File: config.mk
export PLATFORM = sky130hd
export DESIGN_NAME = bcr_serial_access
export DESIGN_NICKNAME = d
export VERILOG_FILES = /design/src/bcr_pkg.sv /design/src/bcr_fifo.sv /design/src/bcr_serial_access.sv
export VERILOG_INCLUDE_DIRS = /design/src /design/src/src
export SDC_FILE = /design/constraint.sdc
export NUM_CORES = 1
export LEC_CHECK = 0
export BUFFER_PORTS_ARGS = -buffer_cell sky130_fd_sc_hd__buf_2
export CAP_MARGIN = 20
export CORE_ASPECT_RATIO = 0.9
export CORE_MARGIN = 2
export CORE_UTILIZATION = 40
export CTS_CLUSTER_SIZE = 30
export DETAILED_ROUTE_END_ITERATION = 16
export SYNTH_ARGS = -nofsm -noshare
export SYNTH_HDL_FRONTEND = slang
export SYNTH_SLANG_ARGS = --single-unit
File: constraint.sdc
create_clock -name clk -period 3.25 [get_ports clk]
set_clock_uncertainty 0.15 [all_clocks]
set_input_delay 0.65 -clock clk [delete_from_list [all_inputs] [get_ports clk]]
set_output_delay 0.65 -clock clk [all_outputs]
set_load 0.05 [all_outputs]
File: src/bcr_map.svh
// register offsets, field positions, reset values and codes of the bias link
`ifndef BCR_MAP_SVH
`define BCR_MAP_SVH

// fixed upper four bits of the 7-bit slave address
`define BCR_ADDR_HI        4'h4

// register select codes carried in the low nibble of the command byte
`define BCR_SEL_HI_CH1     4'h0
`define BCR_SEL_HI_CH2     4'h1
`define BCR_SEL_LO_CH1     4'h2
`define BCR_SEL_LO_CH2     4'h3
`define BCR_SEL_FINE_CH1   4'h4
`define BCR_SEL_FINE_CH2   4'h5
`define BCR_SEL_QUEUE      4'h6

// field positions of data words
`define BCR_COARSE_MSB     7
`define BCR_FINE_MSB       9
`define BCR_TAG_MSB        15
`define BCR_TAG_LSB        12
`define BCR_RESULT_MSB     11

// reset values
`define BCR_COARSE_RST     8'h00
`define BCR_FINE_RST       10'h000
`define BCR_SEL_RST        4'h0

// queue tags
`define BCR_SRC_RESERVED   3'h7
`define BCR_TAG_CORRUPT    4'hE
`define BCR_TAG_EMPTY      4'hF

// bits per byte on the wire
`define BCR_LAST_BIT       4'h7
`define BCR_BYTE_BITS      4'h8

`endif

File: src/bcr_pkg.sv
// types shared by the bias controller serial access logic
package bcr_pkg;

  // serial slave sequencer, codes gray ordered as declared; hops from ST_WHI and ST_ACK_RX into ST_ACK_TX and on to ST_WHI or ST_RD flip more than one bit
  typedef enum logic [3:0] {
    ST_IDLE   = 4'h0,
    ST_ADDR   = 4'h1,
    ST_ACK_TX = 4'h3,
    ST_CMD    = 4'h2,
    ST_WHI    = 4'h6,
    ST_WLO    = 4'h7,
    ST_RD     = 4'h5,
    ST_ACK_RX = 4'h4,
    ST_WAIT   = 4'hC
  } bcr_state_type;

  // one conversion result with its 3-bit source code
  typedef struct packed {
    logic [2:0]  src;
    logic [11:0] result;
  } bcr_conv_type;

  // write-through event handed to the dac side
  typedef struct packed {
    logic        valid;
    logic [3:0]  sel;
    logic [15:0] data;
  } bcr_wr_type;

endpackage

File: src/bcr_fifo.sv
// synchronous fifo with valid/ready on both sides
`timescale 1ns/1ps
module bcr_fifo #(
  parameter int WIDTH = 15,
  parameter int DEPTH = 8
) (
  input  wire logic             clk,
  input  wire logic             nrst,
  input  wire logic             in_valid,
  output logic                  in_ready,
  input  wire logic [WIDTH-1:0] in_data,
  output logic                  out_valid,
  input  wire logic             out_ready,
  output logic      [WIDTH-1:0] out_data
);
  localparam int AW = $clog2(DEPTH);

  generate
    if (DEPTH < 2 || (1 << AW) != DEPTH || WIDTH < 1) begin : g_bad
      $error("bcr_fifo: depth must be a power of two of at least 2");
    end
  endgenerate

  logic [WIDTH-1:0] mem [DEPTH];
  logic [AW:0]      wr_q;
  logic [AW:0]      rd_q;
  logic             full_q;
  logic             empty_q;

  wire push = in_valid & ~full_q;
  wire pop  = out_ready & ~empty_q;
  wire [AW:0] wr_d = push ? wr_q + 1'b1 : wr_q;
  wire [AW:0] rd_d = pop  ? rd_q + 1'b1 : rd_q;

  assign in_ready  = ~full_q;
  assign out_valid = ~empty_q;
  assign out_data  = mem[rd_q[AW-1:0]];

  always_ff @(posedge clk) begin
    if (push) begin
      mem[wr_q[AW-1:0]] <= in_data;
    end
  end

  // flags are registered so the ready seen outside comes from a flop
  always_ff @(posedge clk) begin
    if (!nrst) begin
      wr_q    <= '0;
      rd_q    <= '0;
      full_q  <= 1'b0;
      empty_q <= 1'b1;
    end else begin
      wr_q    <= wr_d;
      rd_q    <= rd_d;
      full_q  <= (wr_d[AW] != rd_d[AW]) && (wr_d[AW-1:0] == rd_d[AW-1:0]);
      empty_q <= (wr_d == rd_d);
    end
  end
endmodule

File: src/bcr_serial_access.sv
// two-wire slave register access of the dual-channel bias controller
//
// Functional notes
// coarse high wiper: 8-bit code, reset zero
// coarse low wiper: 8-bit code, reset zero
// fine calibrated code: 10 bits, reset zero
// command byte after address is acknowledged
// upper data byte msb first, acknowledged
// lower data byte acknowledged, completes write
// master ends single write with restart/stop
// block write: repeated groups, each written
// read opens on start or restart
// five-byte read uses command sent within
// three-byte read uses last accessed register
// write address, command, restart, read address
// read sends upper byte first, msb first
// after master ack, send lower byte
// queue word: 4-bit tag, 12-bit result
// overflow during readout gives tag 1110
// empty queue read: tag 1111 plus flags
// write opens with address, direction zero
// master ack keeps words flowing, nack ends
// address: fixed upper nibble plus three straps
// tags 0111 to 1101 never produced
// empty read keeps pointers; read pops oldest
`timescale 1ns/1ps
`include "bcr_map.svh"
module bcr_serial_access #(
  parameter int QUEUE_DEPTH = 8
) (
  input  wire logic               clk,
  input  wire logic               nrst,
  input  wire logic               scl_i,
  input  wire logic               sda_i,
  output logic                    sda_o,
  output logic                    sda_oe_n,
  input  wire logic               addr_strap_bit2,
  input  wire logic               addr_strap_bit1,
  input  wire logic               addr_strap_bit0,
  input  wire bcr_pkg::bcr_conv_type conv_in,
  input  wire logic               conv_valid,
  output logic                    conv_ready,
  input  wire logic [11:0]        flag_in,
  output logic                    queue_pop,
  output logic                    queue_ovf,
  output logic                    queue_empty,
  output logic [7:0]              coarse_high_writethru_ch1,
  output logic [7:0]              coarse_high_writethru_ch2,
  output logic [7:0]              coarse_low_writethru_ch1,
  output logic [7:0]              coarse_low_writethru_ch2,
  output logic [9:0]              fine_writethru_calib_ch1,
  output logic [9:0]              fine_writethru_calib_ch2,
  output bcr_pkg::bcr_wr_type     wr_evt
);

  // ---------------------------------------------------------------
  // state
  // ---------------------------------------------------------------
  bcr_pkg::bcr_state_type state_q;
  bcr_pkg::bcr_state_type nxt_q;
  logic        scl_q;
  logic        sda_q;
  logic        scl_p;
  logic        sda_p;
  logic        ack_ph_q;
  logic [3:0]  bit_q;
  logic [7:0]  rx_q;
  logic [7:0]  tx_q;
  logic [7:0]  lo_save_q;
  logic        lo_phase_q;
  logic [3:0]  sel_q;
  logic [7:0]  hi_q;
  logic [2:0]  strap_q;
  logic        strap_vld_q;
  logic        sda_oe_n_q;
  logic        sda_o_q;
  logic        pop_q;
  logic        ovf_q;
  logic [7:0]  c_hi1_q;
  logic [7:0]  c_hi2_q;
  logic [7:0]  c_lo1_q;
  logic [7:0]  c_lo2_q;
  logic [9:0]  f1_q;
  logic [9:0]  f2_q;
  bcr_pkg::bcr_wr_type wr_q;

  // ---------------------------------------------------------------
  // line events
  // ---------------------------------------------------------------
  wire scl_rise = scl_q & ~scl_p;
  wire scl_fall = ~scl_q & scl_p;
  // start and repeated start look alike, so reads open on either
  wire start_c  = scl_q & scl_p & sda_p & ~sda_q;
  wire stop_c   = scl_q & scl_p & ~sda_p & sda_q;

  wire       st_rx    = (state_q == bcr_pkg::ST_ADDR) ||
                        (state_q == bcr_pkg::ST_CMD) ||
                        (state_q == bcr_pkg::ST_WHI) ||
                        (state_q == bcr_pkg::ST_WLO);
  wire [7:0] rx_byte  = {rx_q[6:0], sda_q};
  wire       byte_done = st_rx & scl_rise & (bit_q == `BCR_LAST_BIT);
  wire [6:0] own_addr = {`BCR_ADDR_HI, strap_q};
  wire       addr_hit = strap_vld_q & (rx_byte[7:1] == own_addr);
  wire       in_addr  = (state_q == bcr_pkg::ST_ADDR) & byte_done;
  wire       rd_open  = in_addr & addr_hit & rx_byte[0];
  wire       wr_open  = in_addr & addr_hit & ~rx_byte[0];
  wire       master_ack = (state_q == bcr_pkg::ST_ACK_RX) & scl_rise &
                          ~sda_q;
  wire       master_nack = (state_q == bcr_pkg::ST_ACK_RX) & scl_rise &
                           sda_q;
  // a fresh word is fetched at read open and after the low byte is acked
  wire       load_word = rd_open | (master_ack & lo_phase_q);
  wire       wr_fire   = (state_q == bcr_pkg::ST_WLO) & byte_done;
  wire [15:0] wr_word  = {hi_q, rx_byte};

  // ---------------------------------------------------------------
  // conversion queue
  // ---------------------------------------------------------------
  bcr_pkg::bcr_conv_type q_out;
  logic       q_valid;
  logic       q_in_ready;
  // the reserved source code is dropped so no reserved tag leaves
  wire        src_ok   = conv_in.src != `BCR_SRC_RESERVED;
  wire        q_push   = conv_valid & src_ok;
  wire        ovf_now  = q_push & ~q_in_ready;
  wire        sel_q_is = (sel_q == `BCR_SEL_QUEUE);
  // pop only when something is there; empty reads leave pointers
  wire        q_pop    = load_word & sel_q_is & q_valid;
  wire [3:0]  q_tag    = (ovf_now & q_pop) ? `BCR_TAG_CORRUPT :
                         {1'b0, q_out.src};
  wire [15:0] q_word   = q_valid ? {q_tag, q_out.result} :
                         {`BCR_TAG_EMPTY, flag_in};

  bcr_fifo #(
    .WIDTH ($bits(bcr_pkg::bcr_conv_type)),
    .DEPTH (QUEUE_DEPTH)
  ) u_queue (
    .clk       (clk),
    .nrst      (nrst),
    .in_valid  (q_push),
    .in_ready  (q_in_ready),
    .in_data   (conv_in),
    .out_valid (q_valid),
    .out_ready (q_pop),
    .out_data  (q_out)
  );

  // ---------------------------------------------------------------
  // read word selection
  // ---------------------------------------------------------------
  // the last selected register is read, whether selected in this
  // transfer or an earlier one
  wire [15:0] rd_word =
    (sel_q == `BCR_SEL_HI_CH1)   ? {8'h00, c_hi1_q} :
    (sel_q == `BCR_SEL_HI_CH2)   ? {8'h00, c_hi2_q} :
    (sel_q == `BCR_SEL_LO_CH1)   ? {8'h00, c_lo1_q} :
    (sel_q == `BCR_SEL_LO_CH2)   ? {8'h00, c_lo2_q} :
    (sel_q == `BCR_SEL_FINE_CH1) ? {6'h00, f1_q} :
    (sel_q == `BCR_SEL_FINE_CH2) ? {6'h00, f2_q} :
    sel_q_is                     ? q_word : 16'h0000;

  // ---------------------------------------------------------------
  // line sampling and address straps
  // ---------------------------------------------------------------
  always_ff @(posedge clk) begin
    if (!nrst) begin
      scl_q <= 1'b1;
      sda_q <= 1'b1;
      scl_p <= 1'b1;
      sda_p <= 1'b1;
    end else begin
      scl_q <= scl_i;
      sda_q <= sda_i;
      scl_p <= scl_q;
      sda_p <= sda_q;
    end
  end

  // straps are caught once, on the first edge after reset release
  always_ff @(posedge clk) begin
    if (!nrst) begin
      strap_vld_q <= 1'b0;
      strap_q     <= 3'h0;
    end else if (!strap_vld_q) begin
      strap_vld_q <= 1'b1;
      strap_q     <= {addr_strap_bit2, addr_strap_bit1,
                      addr_strap_bit0};
    end
  end

  // ---------------------------------------------------------------
  // sequencer
  // ---------------------------------------------------------------
  always_ff @(posedge clk) begin
    if (!nrst) begin
      state_q    <= bcr_pkg::ST_IDLE;
      nxt_q      <= bcr_pkg::ST_IDLE;
      ack_ph_q   <= 1'b0;
      bit_q      <= 4'h0;
      rx_q       <= 8'h00;
      sda_oe_n_q <= 1'b1;
    end else if (start_c) begin
      state_q    <= bcr_pkg::ST_ADDR;
      bit_q      <= 4'h0;
      sda_oe_n_q <= 1'b1;
    end else if (stop_c) begin
      state_q    <= bcr_pkg::ST_IDLE;
      sda_oe_n_q <= 1'b1;
    end else begin
      case (state_q)
        bcr_pkg::ST_ADDR, bcr_pkg::ST_CMD,
        bcr_pkg::ST_WHI, bcr_pkg::ST_WLO: begin
          if (scl_rise) begin
            rx_q  <= rx_byte;
            bit_q <= bit_q + 4'h1;
          end
          if (byte_done) begin
            ack_ph_q <= 1'b0;
            bit_q    <= 4'h0;
            case (state_q)
              bcr_pkg::ST_ADDR: begin
                if (addr_hit) begin
                  state_q <= bcr_pkg::ST_ACK_TX;
                  nxt_q   <= rx_byte[0] ? bcr_pkg::ST_RD :
                             bcr_pkg::ST_CMD;
                end else begin
                  state_q <= bcr_pkg::ST_WAIT;
                end
              end
              bcr_pkg::ST_CMD: begin
                state_q <= bcr_pkg::ST_ACK_TX;
                nxt_q   <= bcr_pkg::ST_WHI;
              end
              bcr_pkg::ST_WHI: begin
                state_q <= bcr_pkg::ST_ACK_TX;
                nxt_q   <= bcr_pkg::ST_WLO;
              end
              default: begin
                // back to a command byte so a block write continues
                state_q <= bcr_pkg::ST_ACK_TX;
                nxt_q   <= bcr_pkg::ST_CMD;
              end
            endcase
          end
        end
        bcr_pkg::ST_ACK_TX: begin
          if (scl_fall) begin
            if (!ack_ph_q) begin
              ack_ph_q   <= 1'b1;
              sda_oe_n_q <= 1'b0;
            end else begin
              state_q    <= nxt_q;
              bit_q      <= 4'h0;
              // a read drives its first bit on the same falling edge
              sda_oe_n_q <= (nxt_q == bcr_pkg::ST_RD) ? tx_q[7] : 1'b1;
            end
          end
        end
        bcr_pkg::ST_RD: begin
          if (scl_rise) begin
            bit_q <= bit_q + 4'h1;
          end
          if (scl_fall) begin
            if (bit_q == `BCR_BYTE_BITS) begin
              state_q    <= bcr_pkg::ST_ACK_RX;
              sda_oe_n_q <= 1'b1;
            end else begin
              sda_oe_n_q <= tx_q[7];
            end
          end
        end
        bcr_pkg::ST_ACK_RX: begin
          if (master_ack) begin
            state_q  <= bcr_pkg::ST_ACK_TX;
            nxt_q    <= bcr_pkg::ST_RD;
            ack_ph_q <= 1'b1;
          end else if (master_nack) begin
            state_q <= bcr_pkg::ST_WAIT;
          end
        end
        bcr_pkg::ST_IDLE, bcr_pkg::ST_WAIT: begin
          sda_oe_n_q <= 1'b1;
        end
        default: begin
          state_q    <= bcr_pkg::ST_IDLE;
          sda_oe_n_q <= 1'b1;
        end
      endcase
    end
  end

  // ---------------------------------------------------------------
  // transmit byte path
  // ---------------------------------------------------------------
  wire tx_shift = (state_q == bcr_pkg::ST_RD) & scl_fall &
                  (bit_q != `BCR_BYTE_BITS);
  wire first_bit = (state_q == bcr_pkg::ST_ACK_TX) & scl_fall & ack_ph_q &
                   (nxt_q == bcr_pkg::ST_RD);

  always_ff @(posedge clk) begin
    if (!nrst) begin
      tx_q       <= 8'h00;
      lo_save_q  <= 8'h00;
      lo_phase_q <= 1'b0;
    end else if (load_word) begin
      tx_q       <= rd_word[15:8];
      lo_save_q  <= rd_word[7:0];
      lo_phase_q <= 1'b0;
    end else if (master_ack) begin
      tx_q       <= lo_save_q;
      lo_phase_q <= 1'b1;
    end else if (tx_shift | first_bit) begin
      tx_q <= {tx_q[6:0], 1'b0};
    end
  end

  // ---------------------------------------------------------------
  // command and data capture
  // ---------------------------------------------------------------
  always_ff @(posedge clk) begin
    if (!nrst) begin
      sel_q <= `BCR_SEL_RST;
      hi_q  <= 8'h00;
    end else if ((state_q == bcr_pkg::ST_CMD) & byte_done) begin
      sel_q <= rx_byte[3:0];
    end else if ((state_q == bcr_pkg::ST_WHI) & byte_done) begin
      hi_q <= rx_byte;
    end
  end

  // ---------------------------------------------------------------
  // write-through registers
  // ---------------------------------------------------------------
  wire w_hi1 = wr_fire & (sel_q == `BCR_SEL_HI_CH1);
  wire w_hi2 = wr_fire & (sel_q == `BCR_SEL_HI_CH2);
  wire w_lo1 = wr_fire & (sel_q == `BCR_SEL_LO_CH1);
  wire w_lo2 = wr_fire & (sel_q == `BCR_SEL_LO_CH2);
  wire w_f1  = wr_fire & (sel_q == `BCR_SEL_FINE_CH1);
  wire w_f2  = wr_fire & (sel_q == `BCR_SEL_FINE_CH2);

  always_ff @(posedge clk) begin
    if (!nrst) begin
      c_hi1_q <= `BCR_COARSE_RST;
      c_hi2_q <= `BCR_COARSE_RST;
      c_lo1_q <= `BCR_COARSE_RST;
      c_lo2_q <= `BCR_COARSE_RST;
    end else begin
      if (w_hi1) c_hi1_q <= wr_word[`BCR_COARSE_MSB:0];
      if (w_hi2) c_hi2_q <= wr_word[`BCR_COARSE_MSB:0];
      if (w_lo1) c_lo1_q <= wr_word[`BCR_COARSE_MSB:0];
      if (w_lo2) c_lo2_q <= wr_word[`BCR_COARSE_MSB:0];
    end
  end

  always_ff @(posedge clk) begin
    if (!nrst) begin
      f1_q <= `BCR_FINE_RST;
      f2_q <= `BCR_FINE_RST;
    end else begin
      if (w_f1) f1_q <= wr_word[`BCR_FINE_MSB:0];
      if (w_f2) f2_q <= wr_word[`BCR_FINE_MSB:0];
    end
  end

  // every accepted word is announced, unmapped selects included, so the
  // dac side decides on side effects
  always_ff @(posedge clk) begin
    if (!nrst) begin
      wr_q <= '0;
    end else begin
      wr_q.valid <= wr_fire;
      wr_q.sel   <= sel_q;
      wr_q.data  <= wr_word;
    end
  end

  always_ff @(posedge clk) begin
    if (!nrst) begin
      pop_q   <= 1'b0;
      ovf_q   <= 1'b0;
      sda_o_q <= 1'b0;
    end else begin
      pop_q   <= q_pop;
      ovf_q   <= ovf_now;
      sda_o_q <= 1'b0;
    end
  end

  // ---------------------------------------------------------------
  // outputs
  // ---------------------------------------------------------------
  assign sda_o                     = sda_o_q;
  assign sda_oe_n                  = sda_oe_n_q;
  assign conv_ready                = q_in_ready;
  assign queue_pop                 = pop_q;
  assign queue_ovf                 = ovf_q;
  assign queue_empty               = ~q_valid;
  assign coarse_high_writethru_ch1 = c_hi1_q;
  assign coarse_high_writethru_ch2 = c_hi2_q;
  assign coarse_low_writethru_ch1  = c_lo1_q;
  assign coarse_low_writethru_ch2  = c_lo2_q;
  assign fine_writethru_calib_ch1  = f1_q;
  assign fine_writethru_calib_ch2  = f2_q;
  assign wr_evt                    = wr_q;

endmodule

Word level (Yosys, flattened, before mapping)
Memory sizes are Yosys's and may differ from the RTL's. A register that Yosys moved wholly into a read port is not among the register bits.
Cells that the tools add are included.
- bits of input ports: 35
- output and inout port bits: 79
- logic and storage cells: 202
- memories kept: 1
- RAM bits: 120
- bits in registers: 143
- bitwise logic cells: 52
- equality and inequality tests: 38
- multiplexer cells: 51
- reductions and logical operators: 24
- add/subtract/negate cells: 3
- memories (memory ; depth ; bits a word ; read ports ; clocked after memory_dff ; write ports ; RTL line ; RTL):
    u_queue.mem ; 8 ; 15 ; 1 ; 1 ; 1 ; bcr_fifo.sv:24 ; logic [WIDTH-1:0] mem [DEPTH];
- operator list (kind ; number):
    16-bit 2-to-1 mux ; 8
    4-bit 2-to-1 mux ; 19
    1-bit AND ; 38
    4-bit by 3-bit == test with 1-bit output, second input constant ; 9
    8-bit 2-to-1 mux ; 3
    4-bit != test, second input constant ; 6
    4-bit one-hot mux with 3 select lines ; 2
    4-bit one-hot mux with 5 select lines ; 1
    4-bit by 2-bit == test with 1-bit output, second input constant ; 4
    7-bit AND reduction ; 2
    1-bit 2-to-1 mux ; 13
    4-bit by 1-bit adder with 4-bit output, second input constant ; 3
    2-bit != test, second input constant ; 6
    3-bit != test, second input constant ; 4
    1-bit inverter ; 12
    6-bit AND reduction ; 2
    3-bit nonzero test ; 3
    4-bit by 1-bit == test with 1-bit output, second input constant ; 2
    4-bit == test, second input constant ; 2
    4-bit zero test ; 2
    4-bit one-hot mux with 2 select lines ; 1
    4-bit AND reduction ; 2
    7-bit by 6-bit == test with 1-bit output ; 1
    3-bit 2-to-1 mux ; 2
    15 further kinds ; 21

Longest topological paths before layout
- depth in word-level cells: 23
- gate-level depth with buffers: 10
- mapped depth without buffers: 9

Cells and area by module
Synthesis repeated with hierarchy kept, for this count alone.
- cells, all modules: 889
- area, all modules: 11118.2 sq um
- by module, submodules not included (module ; seq. area each (sq um) ; area an instance (sq um) ; instances ; cells each):
    bcr_serial_access ; 2642.5 ; 6004.5 ; 1 ; 659
    bcr_fifo ; 3803.6 ; 5113.7 ; 1 ; 230

Worst setup path after synthesis
No wires, ideal clock.
- path type: in2reg
- start point: in conv_in[13] (netlist bit)
- end point: mem u_queue.mem[0][0], enable pin
- buffers on the path: 0
- setup slack: 0.312 ns
- arrival: 2.382 ns
- required time: 2.694 ns
- library setup time: 0.406 ns
- cell stages on the path: 4
- cell sequence: nand3_1 -> nand3_1 -> or2_2 -> nor3_1
- word-level cells in the longest chain between the ends: 5
- RTL lines (element ; RTL line ; RTL):
    from (decl) ; bcr_serial_access.sv:40 ; input wire bcr_pkg::bcr_conv_type conv_in,
    3-bit != test (no source line) ; n/a ;
    1-bit AND ; bcr_serial_access.sv:124 ; wire q_push = conv_valid & src_ok;
    1-bit AND ; bcr_fifo.sv:30 ; wire push = in_valid & ~full_q;
    1-bit 2-to-1 mux ; bcr_fifo.sv:40 ; if (push) begin
    1-bit 2-to-1 mux (implied by the code) ; bcr_fifo.sv:41 ; mem[wr_q[AW-1:0]] <= in_data;
    to (decl) ; bcr_fifo.sv:24 ;
Every way passes these cells.

Worst setup path in the final report
- start point: reg state_q[1]
- end point: reg state_q[0]
- word-level cells in the longest chain between the ends: 8
- elaborated cells on any way between the ends: 33
- those cells by class: eq/ne: 15; mux: 6; bitwise: 5; reduce/logical: 7
- RTL lines (element ; RTL line ; RTL):
    from (decl) ; bcr_serial_access.sv:59 ; bcr_pkg::bcr_state_type state_q;
    from (signal assigned) ; bcr_serial_access.sv:196 ; state_q <= bcr_pkg::ST_IDLE;
    from (signal assigned) ; bcr_serial_access.sv:203 ; state_q <= bcr_pkg::ST_ADDR;
    from (signal assigned) ; bcr_serial_access.sv:207 ; state_q <= bcr_pkg::ST_IDLE;
    4-bit by 1-bit == test with 1-bit output / 4-bit by 2-bit == test with 1-bit output (equally long branches) ; n/a ;
    1-bit logical OR ; bcr_serial_access.sv:96 ; wire st_rx = (state_q == bcr_pkg::ST_ADDR) ||
    1-bit logical OR ; bcr_serial_access.sv:97 ; (state_q == bcr_pkg::ST_CMD) ||
    1-bit logical OR ; bcr_serial_access.sv:98 ; (state_q == bcr_pkg::ST_WHI) ||
    1-bit AND (2 in series) ; bcr_serial_access.sv:101 ; wire byte_done = st_rx & scl_rise & (bit_q == `BCR_LAST_BIT);
    4-bit != test (no source line) ; n/a ;
    7-bit AND reduction (no source line) ; n/a ;
Several ways; a longest one is shown, not always the timed one. The select of a mux whose other input is x is not followed.
A chain may end at the register's enable or synchronous reset.

==> results.cfg <==
[status]
outcome = finished clean

[synthesis]
synthAdderAreaFrac_pct = 0.4557
syn_area_um2 = 10980
synth_fp_nets = 974
async_flop_share_pct = 0
synth_simple_gate_area_share_pct = 13.07
ys_warn_count = 0
ys.flop_type = dfxtp_1
synth_edf_count = 120
synth_seq_cells = 262
synthCells = 935
ys_top_cells_by_area = edfxtp_1, dfxtp_1, mux2i_1
yosysUniqueCellTypes = 69
ys_seq_area_share_pct = 58.69
synth_top_area_share_pct = 32.81
synth_mux_area_share_pct = 14.64
syn_avg_cell_area_um2 = 11.75
synth_xor_area_share_pct = 1.515
yosysTopAreaCell = edfxtp_1
synth-compound-area-share_pct = 8.692
synth_top_family_by_area = multiplexers

[critical_path]
endpoint = state_q[0]
r2r_start = state_q[1]
worst_path_largest_cell_delay_ns = 0.67
worst_setup_path_end_kind = register
cp_top_family = simple AND/OR/NAND/NOR gates
worstPathRequired_ns = 3.57
slowest_stage = nor4_2
crit_type = register to register
rrSetupSlack_ns = 0.45
cp_max_fo = 13
cp-start-kind = register
r2r-end = state_q[0]
crit_chain = nor4b_2 -> a21oi_1 -> buf_4 -> nor2_1 -> nor4_2 -> o311ai_0 -> a21oi_1 -> o31a_1
critPathBufInv = 1
critical_path.startpoint = state_q[1]
reg2regPathDepth = 8
path_common_cell = a21oi_1
critPathArrivalTime_ns = 3.12
cp_num_cells = 8

[global_routing]
grt_max_degree = 58
grt_pass1_wl_um = 42840
antenna_found_initial = 1
first_global_vias = 7407
globalRouteTotalUtil_pct = 19.19
grt.overflow.total = 0

[timing]
hold_viol = 0
report.final.slew_viol_count = 0
tns_ns = 0
period_needed_ns = 2.804
rsz0062_at_grt = false
period_share_pct = 86.27
setup_viol = 0
fmax_mhz = 356.7
setup_slack_ns = 0.4462
tightestPinTransition_ns = 1.044
max-slew-margin-rel_pct = 30.29

[drt]
drt_pass1_iterations = 7
drtIter0Drc = 684
vias = 7577
routed_via_density = 5.313
wl_per_cell_um = 19.33
wl_um = 27560
ant_nets = 0
drc = 0

[placement]
port_buffers = 112
gp_congestion = 0.8110
place_ws_ns = 0.4832
dp_hpwl_um = 18650

[job]
drv_cap = 0

[floorplanning]
die_w_um = 178.7
core_area_um2 = 27030
die_h_um = 161.2
rows = 57
initial_core_util_pct = 40.63
io_pins = 114
die-area_um2 = 28800

[clock_tree]
cts_tree = built
cts_hold_buf = 0
htree_levels = 1
cts_buffers = 27
cts-resized-gates = 0
cts.sink_count = 262
root_buffer = clkbuf_16
cts_setup_buffers = 0
clock_latency_ns = 0.53
clkTransAtPathRegs_ns = 0.06
clock_path_buffers = 3

[pwr]
power.total_mw = 7.233
vdd_drop_max_uv = 428.9
p_leak_nw = 4.844
powerDensity_nw_per_um2 = 559.3

[finish]
syn_to_final_growth_pct = 17.74
n_antenna_cell = 0
drive_gt1_share_pct = 23.60
fill_cells = 2461
fin_nets = 1092

[worst_hold_path]
hold_class = primary input to register
## cell type report
class | count | area [um^2] | share of cell area [%]
timing repair buffer | 155 | 920.9 | 7.121
multi-input combinational | 592 | 4228 | 32.69
clock inverter | 11 | 92.59 | 0.7160
sequential | 262 | 6447 | 49.86
inverter | 15 | 56.30 | 0.4354
tap | 354 | 442.9 | 3.425
clock buffer | 37 | 743.2 | 5.747
## cell usage after synthesis (all sizes together) (5+ instances only)
cell and number:
o22ai 6, nand2b 15, dfxtp 142, xnor2 12
and2 22, buf 15, mux4 30, inv 15
nor3 11, nor2 131, a31oi 12, and3 6
o31ai 5, mux2 9, mux2i 83, xor2 7
o21ai 37, nor2b 5, nand4 5, nand2 47
edfxtp 120, a21oi 59, nor4 5, clkbuf 51
nand3 20
## metrics by stage
step / hold slack [ns] / util [%] / area (um^2) / cells
after floorplan: 0.2791 / - / 10980 / 935
after global placement: 0.2932 / 44.75 / 12100 / 1378
after detailed placement: 0.2919 / 44.75 / 12100 / 1378
after CTS: 0.1508 / 47.84 / 12930 / 1426
after global routing: 0.1739 / 47.84 / 12930 / 1426
final: 0.1612 / 47.84 / 12930 / 1426
## where the power goes
| group | switching, mW | internal, mW |
|---|---|---|
| logic | 0.400 | 0.260 |
| registers | 0.111 | 3.53 |
| clock network | 1.25 | 1.68 |
## worst reg2reg max path: stages, from the launching register on
cell and delay [ns]:
dfxtp_1 0.60, nor4b_2 0.17, a21oi_1 0.23, buf_4 0.20, nor2_1 0.09, nor4_2 0.67
o311ai_0 0.27, a21oi_1 0.22, o31a_1 0.15
## state kept, by name, indices dropped and copies added, names as in the netlist, 3 cells and up
signal,flops
bit_q,4
coarse_high_writethru_ch1,8
coarse_high_writethru_ch2,8
coarse_low_writethru_ch1,8
coarse_low_writethru_ch2,8
fine_writethru_calib_ch1,10
fine_writethru_calib_ch2,10
hi_q,8
lo_save_q,8
nxt_q,3
rx_q,7
sel_q,4
state_q,4
strap_q,3
tx_q,8
u_queue.mem,120
u_queue.rd_q,4
u_queue.wr_q,4
wr_evt,21
## cells in the final DEF, fill, tap and decap left out, types with 21 or more instances in the layout
master,n
mux2i_1,83
dfxtp_1,141
o21ai_0,37
and2_1,21
buf_2,112
buf_4,40
nor2_1,128
edfxtp_1,120
a21oi_1,59
mux4_2,30
clkbuf_16,27
nand2_1,47
## how the worst min path moves through the flow
stage / start / endpoint / cells past startpoint
floorplan: hi_q[2] / wr_evt[10] / 1
global placement: hi_q[3] / wr_evt[11] / 1
detailed placement: hi_q[6] / wr_evt[14] / 1
CTS: sda_i / sda_q / 2
global route: sda_i / sda_q / 2
finish: sda_i / sda_q / 2
## logic make-up after synthesis
logic type	after synthesis
AND/OR/NAND/NOR	289
flip-flops	262
AO/OA/AOI/OAI	157
multiplexers	122
buffers and inverters	81
XOR/XNOR	19
adder cells (fa/ha/maj)	4
other	1
## metal layers
metal,vias to the layer above,track usage [%],part of all wire [%]
li1,3639,-,-
met1,3692,27.30,46
met2,206,30.87,46
met3,38,3.225,5.4
met4,2,4.213,1.9
met5,-,0,0.047
Note: power is estimated with default switching activity, not from simulation.
